===== src/shared/ccpwm_defines.svh =====
// constants of the compare and pwm channel: offsets, fields, reset values, counts
`ifndef CCPWM_DEFINES_SVH
`define CCPWM_DEFINES_SVH
`define CCPWM_OFS_CTRL 5'h00
`define CCPWM_OFS_LOW 5'h04
`define CCPWM_OFS_HIGH 5'h08
`define CCPWM_OFS_PERIOD 5'h0c
`define CCPWM_OFS_TCTRL 5'h10
`define CCPWM_OFS_STATUS 5'h14
`define CCPWM_OFS_TIMER 5'h18
`define CCPWM_MODE_MSB 3
`define CCPWM_MODE_LSB 0
`define CCPWM_DC_MSB 5
`define CCPWM_DC_LSB 4
`define CCPWM_TC_PS_MSB 1
`define CCPWM_TC_PS_LSB 0
`define CCPWM_TC_ON 2
`define CCPWM_TC_POST_MSB 6
`define CCPWM_TC_POST_LSB 3
`define CCPWM_ST_FLAG 0
`define CCPWM_ST_IE 1
`define CCPWM_MODE_OFF 4'h0
`define CCPWM_MODE_TOGGLE 4'h2
`define CCPWM_MODE_SET_HI 4'h8
`define CCPWM_MODE_SET_LO 4'h9
`define CCPWM_MODE_SWINT 4'ha
`define CCPWM_MODE_SPECIAL 4'hb
`define CCPWM_PWM_MODE 2'h3
`define CCPWM_PS_DIV1 2'h0
`define CCPWM_PS_DIV4 2'h1
`define CCPWM_RST_CTRL 6'h00
`define CCPWM_RST_LOW 8'h00
`define CCPWM_RST_HIGH 8'h00
`define CCPWM_RST_PERIOD 8'hff
`define CCPWM_RST_TCTRL 7'h00
`define CCPWM_TOSC_PER_TCY 4
`define CCPWM_PRE_LIM_DIV1 6'h03
`define CCPWM_PRE_LIM_DIV4 6'h0f
`define CCPWM_PRE_LIM_DIV16 6'h3f
`endif


===== src/shared/ccpwm_pkg.sv =====
// types of the compare and pwm channel
package ccpwm_pkg;
   typedef logic [3:0] ccpwm_mode_t;
   // register and control state of one channel
   typedef struct packed {
      logic [5:0] ctrl;
      logic [7:0] low;
      logic [7:0] high;
      logic [1:0] lsb_latch;
      logic [7:0] period;
      logic [6:0] tctrl;
      logic flag;
      logic ie;
      logic pin;
      logic eq_prev;
      logic rst_first;
      logic rst_second;
      logic adc_start;
      logic ovf_block;
      logic irq;
      logic wait_q;
      logic [7:0] rdata;
   } ccpwm_chan_s;
   // state of the pwm time base
   typedef struct packed {
      logic [5:0] pre;
      logic [7:0] tmr;
      logic [3:0] post;
      logic tick;
   } ccpwm_tmr_s;
endpackage : ccpwm_pkg


===== src/verilog/ccpwm_pwm_timer.sv =====
// pwm time base: prescaler, 8-bit period timer and postscaler
`include "ccpwm_defines.svh"
module ccpwm_pwm_timer
   import ccpwm_pkg::*;
(
   input logic clk_sys,
   input logic rst_b,
   input logic timer_on,
   input logic [1:0] prescale,
   input logic [3:0] postscale,
   input logic [7:0] period,
   output logic [7:0] count,
   output logic [1:0] sub_count,
   output logic period_end,
   output logic post_tick
);
   ccpwm_tmr_s s_q;
   ccpwm_tmr_s s_d;
   logic [5:0] pre_lim;
   logic inc;

   // next state of the time base
   always_comb
   begin
      case (prescale)
         `CCPWM_PS_DIV1: pre_lim = `CCPWM_PRE_LIM_DIV1;
         `CCPWM_PS_DIV4: pre_lim = `CCPWM_PRE_LIM_DIV4;
         default: pre_lim = `CCPWM_PRE_LIM_DIV16;
      endcase
      inc = timer_on && (s_q.pre == pre_lim);
      period_end = inc && (s_q.tmr == period);
      s_d = s_q;
      s_d.tick = 1'b0;
      if (!timer_on || inc)
      begin
         s_d.pre = 6'h00;
      end
      else
      begin
         s_d.pre = s_q.pre + 6'h01;
      end
      if (period_end)
      begin
         s_d.tmr = 8'h00;
         // postscaler only paces the tick, never the period
         if (s_q.post == postscale)
         begin
            s_d.post = 4'h0;
            s_d.tick = 1'b1;
         end
         else
         begin
            s_d.post = s_q.post + 4'h1;
         end
      end
      else if (inc)
      begin
         s_d.tmr = s_q.tmr + 8'h01;
      end
      // sub-count: q phase at 1:1, top prescaler bits otherwise
      // taken from the next state so the pin falls exactly duty steps after it rose
      case (prescale)
         `CCPWM_PS_DIV1: sub_count = s_d.pre[1:0];
         `CCPWM_PS_DIV4: sub_count = s_d.pre[3:2];
         default: sub_count = s_d.pre[5:4];
      endcase
   end

   // state register
   always_ff @(posedge clk_sys)
   begin
      if (!rst_b)
      begin
         s_q <= '0;
      end
      else
      begin
         s_q <= s_d;
      end
   end

   assign count = s_d.tmr; // look-ahead count, paired with the sub-count above
   assign post_tick = s_q.tick;
endmodule : ccpwm_pwm_timer


===== src/verilog/ccpwm_channel.sv =====
// compare and pwm channel with its avalon register slave
`include "ccpwm_defines.svh"
module ccpwm_channel
   import ccpwm_pkg::*;
#(
   parameter int unsigned CHANNEL_INDEX = 0
)
(
   input logic clk_sys,
   input logic rst_b,
   input logic [4:0] avs_address,
   input logic avs_read,
   input logic avs_write,
   input logic [31:0] avs_writedata,
   input logic [3:0] avs_byteenable,
   output logic [31:0] avs_readdata,
   output logic avs_waitrequest,
   input logic [15:0] first_compare_timer,
   input logic [15:0] second_compare_timer,
   input logic timer_select,
   input logic adc_enable,
   output logic channel_output_pin,
   output logic match_irq,
   output logic first_timer_reset,
   output logic second_timer_reset,
   output logic timer_overflow_block,
   output logic adc_start,
   output logic pwm_timer_tick
);
   // reset image of the channel
   localparam ccpwm_chan_s CHAN_RST = '{
      ctrl: `CCPWM_RST_CTRL,
      low: `CCPWM_RST_LOW,
      high: `CCPWM_RST_HIGH,
      lsb_latch: 2'h0,
      period: `CCPWM_RST_PERIOD,
      tctrl: `CCPWM_RST_TCTRL,
      wait_q: 1'b1,
      rdata: 8'h00,
      default: 1'b0
   };

   ccpwm_chan_s s_q;
   ccpwm_chan_s s_d;
   ccpwm_mode_t mode;
   logic pwm_mode;
   logic cmp_mode;
   logic [15:0] compare_value;
   logic [15:0] sel_timer;
   logic eq;
   logic ev;
   logic special;
   logic req;
   logic wr_acc;
   logic rd_take;
   logic [7:0] wbyte;
   logic [7:0] rd_mux;
   logic [9:0] duty;
   logic [7:0] pwm_count;
   logic [1:0] pwm_sub;
   logic wrap;
   logic duty_hit;
   logic tick;

   // pwm time base shared by the pwm logic below
   ccpwm_pwm_timer u_tmr (
      .clk_sys(clk_sys),
      .rst_b(rst_b),
      .timer_on(s_q.tctrl[`CCPWM_TC_ON]),
      .prescale(s_q.tctrl[`CCPWM_TC_PS_MSB:`CCPWM_TC_PS_LSB]),
      .postscale(s_q.tctrl[`CCPWM_TC_POST_MSB:`CCPWM_TC_POST_LSB]),
      .period(s_q.period),
      .count(pwm_count),
      .sub_count(pwm_sub),
      .period_end(wrap),
      .post_tick(tick)
   );

   // mode decode and compare match detection
   assign mode = s_q.ctrl[`CCPWM_MODE_MSB:`CCPWM_MODE_LSB];
   assign pwm_mode = (mode[3:2] == `CCPWM_PWM_MODE);
   assign cmp_mode = (mode == `CCPWM_MODE_TOGGLE) || (mode == `CCPWM_MODE_SET_HI) ||
                     (mode == `CCPWM_MODE_SET_LO) || (mode == `CCPWM_MODE_SWINT) ||
                     (mode == `CCPWM_MODE_SPECIAL);
   assign compare_value = {s_q.high, s_q.low};
   assign sel_timer = timer_select ? second_compare_timer : first_compare_timer;
   assign eq = (compare_value == sel_timer);
   assign ev = cmp_mode && eq && !s_q.eq_prev;
   assign special = (mode == `CCPWM_MODE_SPECIAL) && (CHANNEL_INDEX < 2);

   // pwm duty value and comparison against the extended timer
   assign duty = {s_q.low, s_q.ctrl[`CCPWM_DC_MSB:`CCPWM_DC_LSB]};
   assign duty_hit = ({s_q.high, s_q.lsb_latch} == {pwm_count, pwm_sub});

   // bus handshake: request answered one cycle after it is seen
   assign req = avs_read || avs_write;
   assign rd_take = req && s_q.wait_q;
   assign wr_acc = avs_write && !s_q.wait_q && avs_byteenable[0];
   assign wbyte = avs_writedata[7:0];

   // read data multiplexer
   always_comb
   begin
      case (avs_address)
         `CCPWM_OFS_CTRL: rd_mux = {2'b00, s_q.ctrl};
         `CCPWM_OFS_LOW: rd_mux = s_q.low;
         `CCPWM_OFS_HIGH: rd_mux = s_q.high;
         `CCPWM_OFS_PERIOD: rd_mux = s_q.period;
         `CCPWM_OFS_TCTRL: rd_mux = {1'b0, s_q.tctrl};
         `CCPWM_OFS_STATUS: rd_mux = {6'h00, s_q.ie, s_q.flag};
         `CCPWM_OFS_TIMER: rd_mux = pwm_count;
         default: rd_mux = 8'h00;
      endcase
   end

   // next state of the channel
   always_comb
   begin
      s_d = s_q;
      s_d.rst_first = 1'b0;
      s_d.rst_second = 1'b0;
      s_d.ovf_block = 1'b0;
      s_d.adc_start = 1'b0;
      s_d.eq_prev = eq;
      // handshake and read capture
      if (rd_take)
      begin
         s_d.wait_q = 1'b0;
         s_d.rdata = avs_read ? rd_mux : 8'h00;
      end
      else
      begin
         s_d.wait_q = 1'b1;
      end
      // compare match actions
      if (ev)
      begin
         case (mode)
            `CCPWM_MODE_TOGGLE: s_d.pin = !s_q.pin;
            `CCPWM_MODE_SET_HI: s_d.pin = 1'b1;
            `CCPWM_MODE_SET_LO: s_d.pin = 1'b0;
            default: s_d.pin = s_q.pin;
         endcase
         if (special)
         begin
            s_d.rst_first = !timer_select;
            s_d.rst_second = timer_select;
            s_d.ovf_block = (CHANNEL_INDEX == 1);
            s_d.adc_start = (CHANNEL_INDEX == 1) && adc_enable;
         end
      end
      // pwm output generation
      if (pwm_mode)
      begin
         if (wrap)
         begin
            s_d.pin = (duty != 10'h000);
            s_d.high = s_q.low;
            s_d.lsb_latch = s_q.ctrl[`CCPWM_DC_MSB:`CCPWM_DC_LSB];
         end
         else if (duty_hit)
         begin
            s_d.pin = 1'b0;
         end
      end
      if (mode == `CCPWM_MODE_OFF)
      begin
         s_d.pin = 1'b0;
      end
      // register writes, taken on the accepting edge
      if (wr_acc)
      begin
         case (avs_address)
            `CCPWM_OFS_CTRL:
            begin
               s_d.ctrl = wbyte[5:0];
               if (wbyte == 8'h00)
               begin
                  s_d.pin = 1'b0;
               end
               else if (wbyte[3:0] == `CCPWM_MODE_SET_HI)
               begin
                  s_d.pin = 1'b0;
               end
               else if (wbyte[3:0] == `CCPWM_MODE_SET_LO)
               begin
                  s_d.pin = 1'b1;
               end
            end
            `CCPWM_OFS_LOW: s_d.low = wbyte;
            `CCPWM_OFS_HIGH:
            begin
               if (!pwm_mode)
               begin
                  s_d.high = wbyte;
               end
            end
            `CCPWM_OFS_PERIOD: s_d.period = wbyte;
            `CCPWM_OFS_TCTRL: s_d.tctrl = wbyte[6:0];
            `CCPWM_OFS_STATUS:
            begin
               s_d.ie = wbyte[`CCPWM_ST_IE];
               if (wbyte[`CCPWM_ST_FLAG])
               begin
                  s_d.flag = 1'b0;
               end
            end
            default: s_d.flag = s_q.flag;
         endcase
      end
      // a match in the clearing cycle still sets the flag
      if (ev)
      begin
         s_d.flag = 1'b1;
      end
      s_d.irq = s_d.flag && s_d.ie;
   end

   // state register
   always_ff @(posedge clk_sys)
   begin
      if (!rst_b)
      begin
         s_q <= CHAN_RST;
      end
      else
      begin
         s_q <= s_d;
      end
   end

   // pwm tick registered so every output leaves a flip-flop
   logic tick_q;
   always_ff @(posedge clk_sys)
   begin
      if (!rst_b)
      begin
         tick_q <= 1'b0;
      end
      else
      begin
         tick_q <= tick;
      end
   end

   // outputs
   assign avs_readdata = {24'h000000, s_q.rdata};
   assign avs_waitrequest = s_q.wait_q;
   assign channel_output_pin = s_q.pin;
   assign match_irq = s_q.irq;
   assign first_timer_reset = s_q.rst_first;
   assign second_timer_reset = s_q.rst_second;
   assign timer_overflow_block = s_q.ovf_block;
   assign adc_start = s_q.adc_start;
   assign pwm_timer_tick = tick_q;
endmodule : ccpwm_channel


===== config.mk =====
export PLATFORM = sky130hd
export DESIGN_NAME = ccpwm_channel
export DESIGN_NICKNAME = d
export VERILOG_FILES = /design/src/shared/ccpwm_pkg.sv /design/src/verilog/ccpwm_pwm_timer.sv /design/src/verilog/ccpwm_channel.sv
export VERILOG_INCLUDE_DIRS = /design/src /design/src/shared
export SDC_FILE = /design/constraint.sdc
export NUM_CORES = 1
export LEC_CHECK = 0
export ABC_CLOCK_PERIOD_IN_PS = 2610
export BUFFER_PORTS_ARGS = -buffer_cell sky130_fd_sc_hd__buf_4
export CORE_ASPECT_RATIO = 1.2
export CORE_UTILIZATION = 40
export DETAILED_ROUTE_END_ITERATION = 12
export GPL_ROUTABILITY_DRIVEN = 0
export HOLD_SLACK_MARGIN = 0.02
export PLACE_DENSITY = 0.66
export SYNTH_ARGS = -nofsm -noshare
export SYNTH_HDL_FRONTEND = slang
export SYNTH_SLANG_ARGS = --single-unit

===== constraint.sdc =====
create_clock -name clk_sys -period 2.61 [get_ports clk_sys]
set_input_delay 0.3915 -clock clk_sys [delete_from_list [all_inputs] [get_ports clk_sys]]
set_output_delay 0.3915 -clock clk_sys [all_outputs]
set_load 0.02 [all_outputs]

Yosys cells after proc, flatten, opt, wreduce, memory -nomap -nowiden. Index checks and enable logic that the tools add are counted.

Input bits: 79. Word-level logic and storage cells: 108. Output and inout port bits: 40. Register bits after elaboration: 77.

Muxes and demuxes: 31. Eq/ne operators: 20. $add $sub $neg: 3. Reductions and logical operators: 32.

Operators by type and width (number): $pmux W8 S7 (1); $mux W8 (6); $eq A4 B4 Y1 const B (6); $mux W10 (2); $eq A16 B16 Y1 (1); $mux W16 (1); $eq A5 B5 Y1 const B (3); $mux W1 (15); $reduce_and A2 Y1 (7); $pmux W6 S2 (1); $eq A10 B10 Y1 (1); $eq A5 B4 Y1 const B (2); $reduce_bool A10 Y1 (1); $add A8 B1 Y8 const B (1); $eq A8 B8 Y1 (1); $logic_and A1 B1 Y1 (8); $logic_not A8 Y1 (1); $add A6 B1 Y6 const B (1); $eq A6 B6 Y1 (1); $logic_or A1 B1 Y1 (6); $mux W6 (1); $eq A5 B3 Y1 const B (1); $logic_not A1 Y1 (5); $logic_not A5 Y1 (1); 12 further kinds (12).

Logic depth before layout (Yosys ltp). Gate-level depths: netlist of run 1.

Word-level depth: 19. Mapped depth: 10. Depth with buffers taken out: 9.

Hierarchy. From an unflattened synthesis of run 1, not the netlist that was laid out.

Cell total of the unflattened synthesis: 520. Area total of the unflattened synthesis: 4529.3 µm².

By module, submodules not included: ccpwm_channel (cells each 373, sequential area each 1121.1 µm², area each 3295.7 µm², instances 1); ccpwm_pwm_timer (cells each 147, sequential area each 380.4 µm², area each 1233.7 µm², instances 1).

Worst setup path after synthesis of run 1. OpenSTA, ideal clock, no wires.

Path kind: reg-to-reg. From: register u_tmr.s_q[13] (netlist bit). To: register s_q (netlist bit channel_output_pin). Required time: 2476 ps. Setup slack: 54 ps. Setup time: 134 ps. Buffers on the path: 0. Stages on the path, launching flop included: 10. Arrival time: 2422 ps. Clock period less this slack: 2556 ps. Cells stage by stage: dfxtp_1 -> ha_1 -> nand3_1 -> or2_1 -> a221oi_4 -> a221oi_4 -> xnor2_1 -> a2111o_1 -> a2111oi_2 -> a31oi_1.

Word-level cells in the longest chain between the ends: 15. Elaborated cells on any way between the ends: 19. Those cells by class: add/sub: 1; eq/ne: 2; mux: 13; reduce/logical: 3.

RTL lines: start, declared (RTL line ccpwm_pwm_timer.sv:17) `ccpwm_tmr_s s_q;`; start signal, assigned (RTL line ccpwm_pwm_timer.sv:74) `s_q <= '0;`; start signal, assigned (RTL line ccpwm_pwm_timer.sv:78) `s_q <= s_d;`; parallel branches: the longest is 7 deep, another holds $add A6 B1 Y6; $mux W1 * (RTL line ccpwm_channel.sv:155) `if (wrap)`; $mux W1 * (RTL line ccpwm_channel.sv:153) `if (pwm_mode)`; $mux W1 * (RTL line ccpwm_channel.sv:166) `` if (mode == `CCPWM_MODE_OFF) ``; $mux W1 (RTL line ccpwm_channel.sv:185) `` else if (wbyte[3:0] == `CCPWM_MODE_SET_LO) ``; $mux W1 (RTL line ccpwm_channel.sv:181) `` else if (wbyte[3:0] == `CCPWM_MODE_SET_HI) ``; $mux W1 (RTL line ccpwm_channel.sv:177) `if (wbyte == 8'h00)`; $mux W1 (RTL line ccpwm_channel.sv:173) `case (avs_address)`; $mux W3 * (RTL line ccpwm_channel.sv:171) `if (wr_acc)`; end signal, assigned (RTL line ccpwm_channel.sv:224) `s_q <= CHAN_RST;`; end signal, assigned (RTL line ccpwm_channel.sv:228) `s_q <= s_d;`; end, declared (RTL line ccpwm_channel.sv:43) `ccpwm_chan_s s_q;`.

Every way passes the cells marked *. A chain may end at the register's enable or synchronous reset.

Final worst setup path of run 1. Same ends and word-level chain as after synthesis.

==> results of run 1 <==
[cells in the mapped netlist (3+ instances only)]
library cell                n  area share
sky130_fd_sc_hd__nor3_1    12       0.013
sky130_fd_sc_hd__a22oi_1    5      0.0084
sky130_fd_sc_hd__buf_2      4      0.0045
sky130_fd_sc_hd__and3_1     6      0.0084
sky130_fd_sc_hd__clkbuf_1  18       0.015
sky130_fd_sc_hd__inv_1      8      0.0067
sky130_fd_sc_hd__a211oi_1  11       0.018
sky130_fd_sc_hd__nand4_1    5      0.0070
sky130_fd_sc_hd__a32o_1     5       0.011
sky130_fd_sc_hd__buf_4     34       0.057
sky130_fd_sc_hd__nor4_1     9       0.013
sky130_fd_sc_hd__dfxtp_1   75        0.34
sky130_fd_sc_hd__nand2_1   42       0.035
sky130_fd_sc_hd__a221oi_1   4      0.0078
sky130_fd_sc_hd__xor2_1    16       0.031
sky130_fd_sc_hd__nor2b_1    4      0.0056
sky130_fd_sc_hd__nor2_1    66       0.055
sky130_fd_sc_hd__and2_1     8       0.011
sky130_fd_sc_hd__ha_1       3      0.0084
sky130_fd_sc_hd__or2_2      3      0.0042
sky130_fd_sc_hd__mux2i_1   44       0.098
sky130_fd_sc_hd__o21ai_0   20       0.022
sky130_fd_sc_hd__a222oi_1   3      0.0067
sky130_fd_sc_hd__a21oi_1   19       0.021
sky130_fd_sc_hd__xnor2_1   25       0.049
sky130_fd_sc_hd__nand3_1   40       0.045
[registers in the layout, summed over array words and instances (netlist names)]
signal / count
compare_value: 16
u_tmr.post_tick: 1
channel_output_pin: 1
s_q: 20
first_timer_reset: 1
u_tmr.s_q: 18
pwm_timer_tick: 1
second_timer_reset: 1
avs_waitrequest: 1
duty: 2
avs_readdata: 8
match_irq: 1
mode: 4
[kinds of logic (layout without fill, tap and decap cells)]
kind of cell | count (synthesis) | after routing
flops | 75 | 75
other cells | 1 | 26
buf+inv | 68 | 131
simple gates | 208 | 208
mux | 48 | 48
xor+xnor | 42 | 42
fa+ha+maj | 3 | 3
compound gates | 88 | 88
[per-stage QoR]
stage / std cells / util / setup slack (ns)
3_3_place_gp: 733 / 0.4814 / 0.07131
6_report: 750 / 0.5144 / 0.1215
3_5_place_dp: 733 / 0.4814 / 0.04574
2_1_floorplan: 558 / - / 0.05378
5_1_grt: 750 / 0.5144 / 0.01502
4_1_cts: 749 / 0.5103 / 0.03189
[power by group through the flow]
stage	Combinational (W)	Sequential, W	Clock (W)
after floorplan	0.000191	0.00118	0
final	0.000286	0.00116	0.00129
after CTS	0.000282	0.00116	0.00131
after global placement	0.000277	0.00118	0
after global routing	0.000307	0.00116	0.00136
after detailed placement	0.000282	0.00118	0
[cell type report]
type                       instances  area [µm²]
timing repair buffer             106       799.5
clock inverter                     6       71.32
fill                            1020        5206
multi-input combinational        415        2706
clock buffer                      10       239.0
sequential                        75        1504
inverter                           9       33.78
tap                              129       161.4
[critical path: cells and delay by family (launching register included)]
kind | cells | cell delay, ns
AO/OA/AOI/OAI | 5 | 1.34
XOR/XNOR | 1 | 0.14
adder cells (fa/ha/maj) | 1 | 0.17
flip-flops | 1 | 0.35
AND/OR/NAND/NOR | 2 | 0.37
[routing by layer]
| metal | vias to the layer above | track usage | routed length, µm |
|---|---|---|---|
| met4 | 0 | 0.09515 | 407 |
| li1 | 2013 | - | - |
| met1 | 2053 | 0.2577 | 5146 |
| met3 | 31 | 0.04810 | 709 |
| met2 | 147 | 0.3825 | 6404 |
| met5 | - | 0 | 0 |
[worst max path at each step]
stage                          to  slack [ns]  cells past startpoint
3_5_place_dp   channel_output_pin        0.05                      9
3_3_place_gp   channel_output_pin        0.07                      9
2_1_floorplan  channel_output_pin        0.05                      9
6_report       channel_output_pin        0.12                      9
5_1_grt        channel_output_pin        0.02                      9
4_1_cts        channel_output_pin        0.03                      9
[what timing repair did]
item	4_1_cts	5_1_grt
resized for setup	0	7
setup buffers	0	1
setup endpoints to repair	0	2
==> impl_summary.log, run 1 <==
INFO  metric post_cts_hold_buffer_count = 0
INFO  metric fin_worst_skew = 0.007032 ns
INFO  metric largest_family_of_logic_cells_by_synthesized_area = simple AND/OR/NAND/NOR gates
INFO  metric chipWidth = 98.60 µm
INFO  metric power.share.sequential = 0.424
INFO  metric overflow = 0
INFO  metric critical_path.reg2reg.endpoint = channel_output_pin
INFO  metric final_layout_size_suffix_gt1_frac = 0.2271
INFO  metric timing.critical_path.slowest_stage_cell = sky130_fd_sc_hd__a221oi_4
INFO  metric synth-compound-area-share = 0.1447
INFO  metric max_freq = roughly 400 MHz
INFO  metric timing.reg2reg.worst_path_depth = 9
INFO  metric synthesized_area_per_cell = 8.404 µm²
INFO  metric crit_chain = ha_1, nand3_1, or2_1, a221oi_4, a221oi_4, xnor2_1, a2111o_1, a2111oi_4, a31oi_1
INFO  metric cts-buffers-inserted = 9
INFO  metric ys_seq_elements = 75
INFO  metric commonest_non_fill_non_tap_cells_in_the_layout = sky130_fd_sc_hd__buf_4 (105), sky130_fd_sc_hd__dfxtp_1 (73), sky130_fd_sc_hd__nor2_1 (66)
INFO  metric grt_start_max_net_pins = 46
INFO  metric rr_startpoint = u_tmr.s_q[13]
INFO  metric worst_hold_path.num_cells = 3
INFO  metric post_synth_xor_area_fraction = 0.08380
INFO  metric cts_max_level = 3
INFO  metric p_clk_frac = 0.472
INFO  metric critPathMostFrequentCell = sky130_fd_sc_hd__a221oi_4
INFO  metric maxCapViolCount = 0
INFO  metric die-area = 0.01163 mm²
INFO  metric cp_slowest_stage_delay = 0.39 ns
INFO  metric grt_pass1_vias = about 4k
INFO  metric synth_to_final_area_change = 23.13%
INFO  metric detail_route.vias_per_cell = 5.659
INFO  metric critical_path_peak_fanout = 4
INFO  metric synth.distinct_cells = 60
INFO  metric final_net_count = 698
INFO  metric worst_ep_arrival_time = 2.71 ns
INFO  metric critPathRequiredTime = between 2 and 3 ns
INFO  metric synthesis.area = about 0.0045 mm²
INFO  metric ir_drop = 0.2867 mV
INFO  metric remaining_drc_errors = 0
INFO  metric p_leak = roughly 2.4 nW
INFO  metric grt_util_all_layers = 0.2199
INFO  metric vias = around 4.2k
INFO  metric io_buffer_count = 64
INFO  metric synth_enable_flop_cells = 0
INFO  metric die_h = 117.9 µm
INFO  metric clkSlewWorstSetupHoldPaths = around 0.060 ns
INFO  metric clock_insertion_delay_worst_skew = 0.35 ns
INFO  metric combinational_group_share_of_total_power = 0.104
INFO  metric synth_fa_ha_area_frac = 0.008380
INFO  metric synth.yosys.seq_area_share = 0.3352
INFO  metric diodes = 0
INFO  metric switchingPower = 0.0006858 W
INFO  metric detail_route.iter0.violations = 429
INFO  metric clock_sink_count = between 70 and 80
INFO  metric syn_inst = 533
INFO  metric swShare = 0.2507
INFO  metric synth-warning-count = 0
INFO  metric maxSlewHeadroom = 0.5720
INFO  metric grt_first_pass_wirelength = 20020 µm
INFO  metric synth-simple-area-share = 0.2254
INFO  metric cts_tree = built
INFO  metric setup_repair_after_global_routing_missed_its_margin = false
INFO  metric setup-tns-final = 0 ns
INFO  metric worst-slew-pin-transition = 0.6377 ns
INFO  metric reg2reg_slack = 0.12 ns
INFO  metric cp-start-kind = register
INFO  metric coreArea = 0.01072 mm²
INFO  metric fin_crit = roughly 2.5 ns
INFO  metric routedWlPerCell = 16.89 µm
INFO  metric detailed_place_hpwl = 9569 µm
INFO  metric design_area = 0.005515 mm²
INFO  metric route.final.wire_length = ~13000 µm
INFO  metric crit_path_end_kind = register
INFO  metric synth-async-reset-ratio = 0
INFO  metric finalCritPeriodShare = 0.9535
INFO  metric worst-setup-path-type = register to register
INFO  metric setup_viol = 0
INFO  metric row_count = 41
INFO  metric power-per-cell-area = 496.0 mW/mm²
INFO  metric ctsLongestPathBuffers = 2
INFO  metric status = completed
INFO  metric floorplan.io_pins = about 120
INFO  metric final_hold_viol_count = 0
INFO  metric synthFlopType = sky130_fd_sc_hd__dfxtp_1
INFO  metric power.internal = 0.002050 W
INFO  metric starting_density_of_the_core = 0.4178
INFO  metric finalPower = 0.002736 W
INFO  metric slew_viol_final = 0
INFO  metric min-delay-path-class = input pin to register
INFO  metric timing.hold.ws = 0.3433 ns
INFO  metric initial_antenna_violation_count = 0
INFO  metric crit_start = u_tmr.s_q[13]
INFO  metric synth_mux_area_frac = 0.1134
INFO  metric drt_pass1_iterations = 7
INFO  metric min_delay_worst_endpoint = s_q[24]
INFO  metric mostFrequentLayoutCell = sky130_fd_sc_hd__buf_4
INFO  metric drtAntennaViolNets = 0
INFO  metric cts_root_buffer = sky130_fd_sc_hd__clkbuf_16
INFO  metric worst_hold_launch = avs_writedata[6]
INFO  metric post_dp_cell_area = 0.005161 mm²
Note: power is estimated with default switching activity, not from simulation.
==> inputs of run 2 (changes only) <==
--- a/config.mk
+++ b/config.mk
@@ -6,14 +6,14 @@
 export SDC_FILE = /design/constraint.sdc
 export NUM_CORES = 1
 export LEC_CHECK = 0
-export ABC_CLOCK_PERIOD_IN_PS = 2610
+export ABC_CLOCK_PERIOD_IN_PS = 2800
 export BUFFER_PORTS_ARGS = -buffer_cell sky130_fd_sc_hd__buf_4
 export CORE_ASPECT_RATIO = 1.2
 export CORE_UTILIZATION = 40
 export DETAILED_ROUTE_END_ITERATION = 12
 export GPL_ROUTABILITY_DRIVEN = 0
 export HOLD_SLACK_MARGIN = 0.02
-export PLACE_DENSITY = 0.66
 export SYNTH_ARGS = -nofsm -noshare
 export SYNTH_HDL_FRONTEND = slang
+export SYNTH_HIERARCHICAL = 1
 export SYNTH_SLANG_ARGS = --single-unit
==> constraint.sdc (replaced) <==
create_clock -name clk_sys -period 2.8 [get_ports clk_sys]
set_input_delay 0.42 -clock clk_sys [delete_from_list [all_inputs] [get_ports clk_sys]]
set_output_delay 0.42 -clock clk_sys [all_outputs]
set_load 0.02 [all_outputs]
==> impl_summary.log, run 2 <==
INFO  metric synthesized_area_per_cell = 8.710 µm² (was 8.404 µm²)
INFO  metric drt_pass1_iterations = 5 (was 7)
INFO  metric worst_hold_path.num_cells = 3 (unchanged)
INFO  metric largest_register_ffs = 20 (unchanged)
INFO  metric max_freq = 329.0 MHz (was 401.8 MHz)
INFO  metric setup-tns-final = -0.2691 ns (was 0 ns)
INFO  metric detailed_place_hpwl = 9548 µm (was 9569 µm)
INFO  metric ctsLongestPathBuffers = 2 (unchanged)
INFO  metric final_hold_viol_count = 0 (unchanged)
INFO  metric power-per-cell-area = 442.7 mW/mm² (was 496.0 mW/mm²)
INFO  metric synth_enable_flop_cells = 0 (unchanged)
INFO  metric route.final.wire_length = 12680 µm (was 12670 µm)
INFO  metric yosys.area.top_type = sky130_fd_sc_hd__dfxtp_1 (unchanged)
INFO  metric clkSlewWorstSetupHoldPaths = 0.06 ns (about the same)
INFO  metric clock_sink_count = 75 (unchanged)
INFO  metric finalCritPeriodShare = 1.086 (was 0.9535)
INFO  metric syn_inst = 520 (was 533)
INFO  metric placed_cells = 716 (was 733)
INFO  metric most_frequently_used_cell_type_in_the_post_synthesis_netlist = sky130_fd_sc_hd__nor2_1 (was sky130_fd_sc_hd__dfxtp_1)
INFO  metric finalPower = 0.002461 W (was 0.002736 W)
INFO  metric worst_ep_arrival_time = 3.25 ns (was 2.71 ns)
INFO  metric starting_density_of_the_core = 0.4104 (was 0.4178)
INFO  metric vias = 4114 (was 4244)
INFO  metric finish.utilization = 0.5037 (was 0.5144)
INFO  metric final_layout_size_suffix_gt1_frac = 0.2454 (was 0.2271)
INFO  metric cp_slowest_stage_delay = 0.52 ns (was 0.39 ns)
INFO  metric die-area = 0.01175 mm² (was 0.01163 mm²)
INFO  metric timing.hold.ws = 0.3883 ns (was 0.3433 ns)
INFO  metric worst-setup-path-type = register to register (unchanged)
INFO  metric status = finished, violations left (was completed)
INFO  metric mostFrequentLayoutCell = sky130_fd_sc_hd__buf_4 (unchanged)
INFO  metric synthFlopType = sky130_fd_sc_hd__dfxtp_1 (unchanged)
INFO  metric io_buffer_count = 64 (unchanged)
INFO  metric floorplan.io_pins = 119 (unchanged)
INFO  metric min-delay-path-class = input pin to register (unchanged)
INFO  metric coreArea = 0.01104 mm² (was 0.01072 mm²)
INFO  metric die_h = 118.6 µm (was 117.9 µm)
INFO  metric detail_route.iter0.violations = 267 (was 429)
INFO  metric maxCapViolCount = 0 (unchanged)
INFO  metric timing.reg2reg.worst_path_depth = 12 (was 9)
INFO  metric yosys-top-cells-count = sky130_fd_sc_hd__nor2_1 (77), sky130_fd_sc_hd__dfxtp_1 (75), sky130_fd_sc_hd__mux2i_1 (50), sky130_fd_sc_hd__buf_4 (43), sky130_fd_sc_hd__xnor2_1 (33) (was sky130_fd_sc_hd__dfxtp_1 (75), sky130_fd_sc_hd__nor2_1 (66), sky130_fd_sc_hd__mux2i_1 (44), sky130_fd_sc_hd__nand2_1 (42), sky130_fd_sc_hd__nand3_1 (40))
INFO  metric fin_worst_skew = 0.008325 ns (was 0.007032 ns)
INFO  metric critical_path_peak_fanout = 3 (was 4)
INFO  metric remaining_drc_errors = 0 (unchanged)
INFO  metric setup_slack = -0.2397 ns (was 0.1215 ns)
INFO  metric timing.critical_path.buf_inv = 1 (was 0)
INFO  metric cts_root_buffer = sky130_fd_sc_hd__clkbuf_16 (unchanged)
INFO  metric commonest_non_fill_non_tap_cells_in_the_layout = sky130_fd_sc_hd__buf_4 (101), sky130_fd_sc_hd__nor2_1 (76), sky130_fd_sc_hd__dfxtp_1 (73) (was sky130_fd_sc_hd__buf_4 (105), sky130_fd_sc_hd__dfxtp_1 (73), sky130_fd_sc_hd__nor2_1 (66))
INFO  metric layout.cells.non_filler = 735 (was 750)
INFO  metric detail_route.vias_per_cell = 5.597 (was 5.659)
INFO  metric row_count = 42 (was 41)
INFO  metric clock_insertion_delay_worst_skew = 0.34 ns (was 0.35 ns)
INFO  metric timing.critical_path.max_delay_family = simple AND/OR/NAND/NOR gates (was compound AO/OA/AOI/OAI gates)
INFO  metric violated_checks = negative setup slack
INFO  metric fin_crit = 3.040 ns (was 2.489 ns)
INFO  metric post_cts_hold_buffer_count = 0 (unchanged)
INFO  metric synth_to_final_area_change = 22.73% (was 23.13%)
INFO  metric maxSlewHeadroom = 0.4065 (was 0.5720)
INFO  metric cp-start-kind = register (unchanged)
INFO  metric initial_antenna_violation_count = 0 (unchanged)
INFO  metric synthDominantCellAreaShare = 0.3315 (was 0.3352)
INFO  metric slew_viol_final = 0 (unchanged)
INFO  metric ir_drop = 0.2954 mV (was 0.2867 mV)
INFO  metric ys_top_cells_by_area = sky130_fd_sc_hd__dfxtp_1 (33%), sky130_fd_sc_hd__mux2i_1 (11%), sky130_fd_sc_hd__buf_4 (7.1%) (was sky130_fd_sc_hd__dfxtp_1 (34%), sky130_fd_sc_hd__mux2i_1 (9.8%), sky130_fd_sc_hd__buf_4 (5.7%))
INFO  metric grt_start_max_net_pins = 24 (was 46)
INFO  metric cts_tree = built (unchanged)
INFO  metric synth.distinct_cells = 60 (unchanged)
INFO  metric setup_viol = 3 (was 0)
INFO  metric routedWlPerCell = 17.25 µm (was 16.89 µm)
INFO  metric p_leak = 2.479 nW (was 2.377 nW)
INFO  metric cts-buffers-inserted = 9 (unchanged)
INFO  metric critPathRequiredTime = 3.01 ns (was 2.83 ns)
INFO  metric synth-warning-count = 6 (was 0)
INFO  metric final_net_count = 680 (was 698)
INFO  metric chipWidth = 99.14 µm (was 98.60 µm)
INFO  metric synthesis.area = 0.004529 mm² (was 0.004479 mm²)
INFO  metric grt_util_all_layers = 0.2192 (was 0.2199)
INFO  metric synth.yosys.seq_area_share = 0.3315 (was 0.3352)
INFO  metric diodes = 0 (unchanged)
INFO  metric synth-async-reset-ratio = 0 (unchanged)
INFO  metric grt_first_pass_wirelength = 20170 µm (was 20020 µm)
INFO  metric grt_pass1_vias = 4029 (was 4003)
INFO  metric cp_num_cells = 12 (was 9)
INFO  metric drtAntennaViolNets = 0 (unchanged)
INFO  metric crit_path_end_kind = register (unchanged)
INFO  metric timing.critical_path.slowest_stage_cell = sky130_fd_sc_hd__or4_1 (was sky130_fd_sc_hd__a221oi_4)
INFO  metric setup_repair_after_global_routing_missed_its_margin = true (was false)
INFO  metric ys_seq_elements = 75 (unchanged)
INFO  metric overflow = 0 (unchanged)
INFO  metric cts_max_level = 3 (unchanged)
INFO  metric crit_chain = ha_4, or4b_4, a221oi_4, o21ai_2, o311ai_1, buf_4, xor2_1, or4_1, o31ai_2, nor2_1, nand4bb_1, o211ai_1 (was ha_1, nand3_1, or2_1, a221oi_4, a221oi_4, xnor2_1, a2111o_1, a2111oi_4, a31oi_1)
INFO  metric worst-slew-pin-transition = 0.8822 ns (was 0.6377 ns)
INFO  metric top_register = s_q (unchanged)
## run 2: layout make-up
cell class,count,area [µm²]
Sequential cell,75,1504
Clock inverter,5,61.31
Multi-Input combinational cell,400,2756
Inverter,7,26.28
Clock buffer,11,242.7
Timing Repair Buffer,105,803.3
Fill cell,1039,5477
Tap cell,132,165.2
## run 2: where the power goes
part	internal [W]	leakage [nW]	total [W]	switching, W
Combinational	0.0000855	1.74	0.000210	0.000124
Clock	0.000718	0.138	0.00118	0.000461
Sequential	0.00107	0.606	0.00107	0.00000299
Total	0.00187	2.48	0.00246	0.000589
## run 2: cells by family (layout without fill, tap and decap cells)
logic type	after synthesis	count (layout)	synth area share
muxes	50	50	0.1105
and+or+nand+nor	178	178	0.2091
AOI/OAI and AO/OA	101	101	0.1561
buffers and inverters	70	128	0.1025
DFF	75	75	0.3315
other	1	26	0.0008279
adders and majority gates	3	3	0.008288
xor gates and xnor gates	42	42	0.08122
## run 2: layer usage
layer / track usage / wire length, µm
met2: 0.3763 / 6398
met1: 0.2606 / 5220
met5: 0 / 0
met4: 0.1029 / 448
met3: 0.04317 / 615
## run 2: metrics by stage
stage                     setup slack [ns]  cell area, µm²
final                              -0.2397            5559
after global routing               -0.4379            5559
after CTS                          -0.2546            5499
after detailed placement           -0.4793            5137
after global placement             -0.4140            5137
after floorplan                    -0.2286            4654
## run 2: path summary, 6_finish.rpt
check / start / endpoint / slack (ns)
setup / recovery: u_tmr/s_q[14] / channel_output_pin / -0.24
hold / removal: avs_writedata[7] / compare_value[7] / 0.39
setup reg to reg: u_tmr/s_q[14] / channel_output_pin / -0.24
hold reg to reg: u_tmr/post_tick / pwm_timer_tick / 0.47
## run 2: worst register-to-register path, stage by stage (launching register included)
cell,delay (ns)
sky130_fd_sc_hd__dfxtp_2,0.35
sky130_fd_sc_hd__ha_4,0.13
sky130_fd_sc_hd__or4b_4,0.49
sky130_fd_sc_hd__a221oi_4,0.33
sky130_fd_sc_hd__o21ai_2,0.11
sky130_fd_sc_hd__o311ai_1,0.24
sky130_fd_sc_hd__buf_4,0.17
sky130_fd_sc_hd__xor2_1,0.06
sky130_fd_sc_hd__or4_1,0.52
sky130_fd_sc_hd__o31ai_2,0.21
sky130_fd_sc_hd__nor2_1,0.10
sky130_fd_sc_hd__nand4bb_1,0.11
sky130_fd_sc_hd__o211ai_1,0.09
## run 2: what timing repair did
action,in CTS,in global routing
setup buffers,2,2
pin swaps,8,13
setup endpoints to repair,4,14
endpoints found under the hold margin,0,0
gates resized for setup,8,12
==> inputs of run 3 (changes only) <==
--- a/config.mk
+++ b/config.mk
@@ -10,6 +10,7 @@
 export BUFFER_PORTS_ARGS = -buffer_cell sky130_fd_sc_hd__buf_4
 export CORE_ASPECT_RATIO = 1.2
 export CORE_UTILIZATION = 40
+export CTS_BUF_LIST = sky130_fd_sc_hd__clkbuf_8
 export DETAILED_ROUTE_END_ITERATION = 12
 export GPL_ROUTABILITY_DRIVEN = 0
 export HOLD_SLACK_MARGIN = 0.02
==> impl_summary.log, run 3 (same netlist as run 2, synthesis figures left out) <==
INFO  metric status = finished, violations left (unchanged)
INFO  metric violated_checks = negative setup slack (unchanged)
INFO  metric vias = 4111 (was 4114)
INFO  metric drtAntennaViolNets = 0 (unchanged)
INFO  metric timing.critical_path.slowest_stage_cell = sky130_fd_sc_hd__or4_1 (unchanged)
INFO  metric starting_density_of_the_core = 0.4104 (unchanged)
INFO  metric coreArea = 0.01104 mm² (unchanged)
INFO  metric maxCapViolCount = 0 (unchanged)
INFO  metric remaining_drc_errors = 0 (unchanged)
INFO  metric min-delay-path-class = input pin to register (unchanged)
INFO  metric fin_crit = 3.051 ns (was 3.040 ns)
INFO  metric p_leak = 2.443 nW (was 2.479 nW)
INFO  metric final_net_count = 681 (was 680)
INFO  metric crit_path_end_kind = register (unchanged)
INFO  metric crit_chain = ha_4, or4b_4, a221oi_4, o21ai_2, o311ai_1, buf_4, xor2_1, or4_1, o31ai_2, nor2_1, nand4bb_1, o211ai_1 (unchanged)
INFO  metric routedWlPerCell = 17.29 µm (was 17.25 µm)
INFO  metric power-per-cell-area = 391.6 mW/mm² (was 442.7 mW/mm²)
INFO  metric detail_route.iter0.violations = 289 (was 267)
INFO  metric post_dp_cell_area = 0.005137 mm² (unchanged)
INFO  metric grt_start_max_net_pins = 24 (unchanged)
INFO  metric final_hold_viol_count = 0 (unchanged)
INFO  metric cts_root_buffer = sky130_fd_sc_hd__clkbuf_8 (was sky130_fd_sc_hd__clkbuf_16)
INFO  metric diodes = 0 (unchanged)
INFO  metric cts_max_level = 3 (unchanged)
INFO  metric grt_first_pass_wirelength = 20010 µm (was 20170 µm)
INFO  metric setup_repair_after_global_routing_missed_its_margin = true (unchanged)
INFO  metric cp_slowest_stage_delay = 0.52 ns (about the same)
INFO  metric ctsLongestPathBuffers = 2 (unchanged)
INFO  metric timing.critical_path.buf_inv = 1 (unchanged)
INFO  metric detailedPlace.worstSlack = -0.4793 ns (unchanged)
INFO  metric timing.critical_path.max_delay_family = simple AND/OR/NAND/NOR gates (unchanged)
INFO  metric floorplan.io_pins = 119 (unchanged)
INFO  metric die_h = 118.6 µm (unchanged)
INFO  metric route.final.wire_length = 12730 µm (was 12680 µm)
INFO  metric finalCritPeriodShare = 1.090 (was 1.086)
INFO  metric die-area = 0.01175 mm² (unchanged)
INFO  metric setup_slack = -0.2508 ns (was -0.2397 ns)
INFO  metric ir_drop = 0.2135 mV (was 0.2954 mV)
INFO  metric worst-slew-pin-transition = 0.8706 ns (was 0.8822 ns)
INFO  metric drt_pass1_iterations = 7 (was 5)
INFO  metric mostFrequentLayoutCell = sky130_fd_sc_hd__buf_4 (unchanged)
INFO  metric largest_register_ffs = 20 (unchanged)
INFO  metric top_register = s_q (unchanged)
INFO  metric setup_viol = 2 (was 3)
INFO  metric clkSlewWorstSetupHoldPaths = 0.09 ns (was 0.06 ns)
INFO  metric clock_sink_count = 75 (unchanged)
INFO  metric final_layout_size_suffix_gt1_frac = 0.2467 (was 0.2454)
INFO  metric worst-setup-path-type = register to register (unchanged)
INFO  metric critPathRequiredTime = 3.03 ns (was 3.01 ns)
INFO  metric finish.utilization = 0.4956 (was 0.5037)
INFO  metric grt_pass1_vias = 3994 (was 4029)
INFO  metric io_buffer_count = 64 (unchanged)
INFO  metric critical_path_peak_fanout = 3 (unchanged)
INFO  metric fin_worst_skew = 0.01384 ns (was 0.008325 ns)
INFO  metric finalPower = 0.002141 W (was 0.002461 W)
INFO  metric initial_antenna_violation_count = 0 (unchanged)
INFO  metric max_freq = 327.8 MHz (was 329.0 MHz)
INFO  metric maxSlewHeadroom = 0.4142 (was 0.4065)
INFO  metric cts-buffers-inserted = 9 (unchanged)
INFO  metric cp-start-kind = register (unchanged)
INFO  metric grt_util_all_layers = 0.2172 (was 0.2192)
INFO  metric slew_viol_final = 0 (unchanged)
INFO  metric commonest_non_fill_non_tap_cells_in_the_layout = sky130_fd_sc_hd__buf_4 (102), sky130_fd_sc_hd__nor2_1 (76), sky130_fd_sc_hd__dfxtp_1 (73) (was sky130_fd_sc_hd__buf_4 (101), sky130_fd_sc_hd__nor2_1 (76), sky130_fd_sc_hd__dfxtp_1 (73))
INFO  metric clock_insertion_delay_worst_skew = 0.36 ns (was 0.34 ns)
INFO  metric synth_to_final_area_change = 20.75% (was 22.73%)
INFO  metric row_count = 42 (unchanged)
INFO  metric worst_ep_arrival_time = 3.28 ns (was 3.25 ns)
INFO  metric detailed_place_hpwl = 9548 µm (unchanged)
INFO  metric chipWidth = 99.14 µm (unchanged)
INFO  metric detail_route.vias_per_cell = 5.586 (was 5.597)
INFO  metric design_area = 0.005469 mm² (was 0.005559 mm²)
INFO  metric overflow = 0 (unchanged)
INFO  metric cts_tree = built (unchanged)
run 3: area by class of cell:
| class | count | area, µm² |
|---|---|---|
| timing repair buffer | 106 | 814.5 |
| sequential | 75 | 1504 |
| clock buffer | 10 | 137.6 |
| inverter | 7 | 26.28 |
| clock inverter | 6 | 65.06 |
| tap | 132 | 165.2 |
| multi-input combinational | 400 | 2756 |
| fill | 1050 | 5567 |
run 3: layer usage:
metal,global-route usage,part of all wire,vias to the layer above
met5,0,0,-
met2,0.3759,0.51,127
met4,0.08824,0.030,0
met3,0.03962,0.047,34
li1,-,-,1964
met1,0.2633,0.41,1986
run 3: final timing paths:
| path | from | endpoint | slack [ns] | cells past startpoint |
|---|---|---|---|---|
| worst max-delay path | u_tmr/s_q[14] | channel_output_pin | -0.25 | 12 |
| worst max register to register | u_tmr/s_q[14] | channel_output_pin | -0.25 | 12 |
| worst min register to register | u_tmr/post_tick | pwm_timer_tick | 0.47 | 1 |
| worst min-delay path | avs_writedata[7] | compare_value[7] | 0.36 | 3 |
run 3: worst min-delay path: cells and delay by family:
kind	cells	cell delay (ns)
buffers and inverters	1	0.12
and+or+nand+nor	1	0.08
muxes	1	0.07
run 3: where the power goes:
group	internal [W]	switching, W
registers	0.00107	0.00000300
clock network	0.000436	0.000425
logic	0.0000855	0.000125
run 3: repair_timing:
action | CTS | global route
buffers inserted | 2 | 3
hold buffers | 0 | 0
resized for setup | 8 | 13
pin swaps | 8 | 16
gates cloned | 0 | 0
setup endpoints to repair | 4 | 14
run 3: per-stage QoR:
stage,setup TNS [ns],cells,hold WS [ns]
floorplan,-0.2286,545,0.4119
global placement,-0.4980,716,0.4620
detailed placement,-0.5748,716,0.4582
CTS,-0.4335,734,0.3534
global route,-0.6599,736,0.3820
finish,-0.2789,736,0.3615
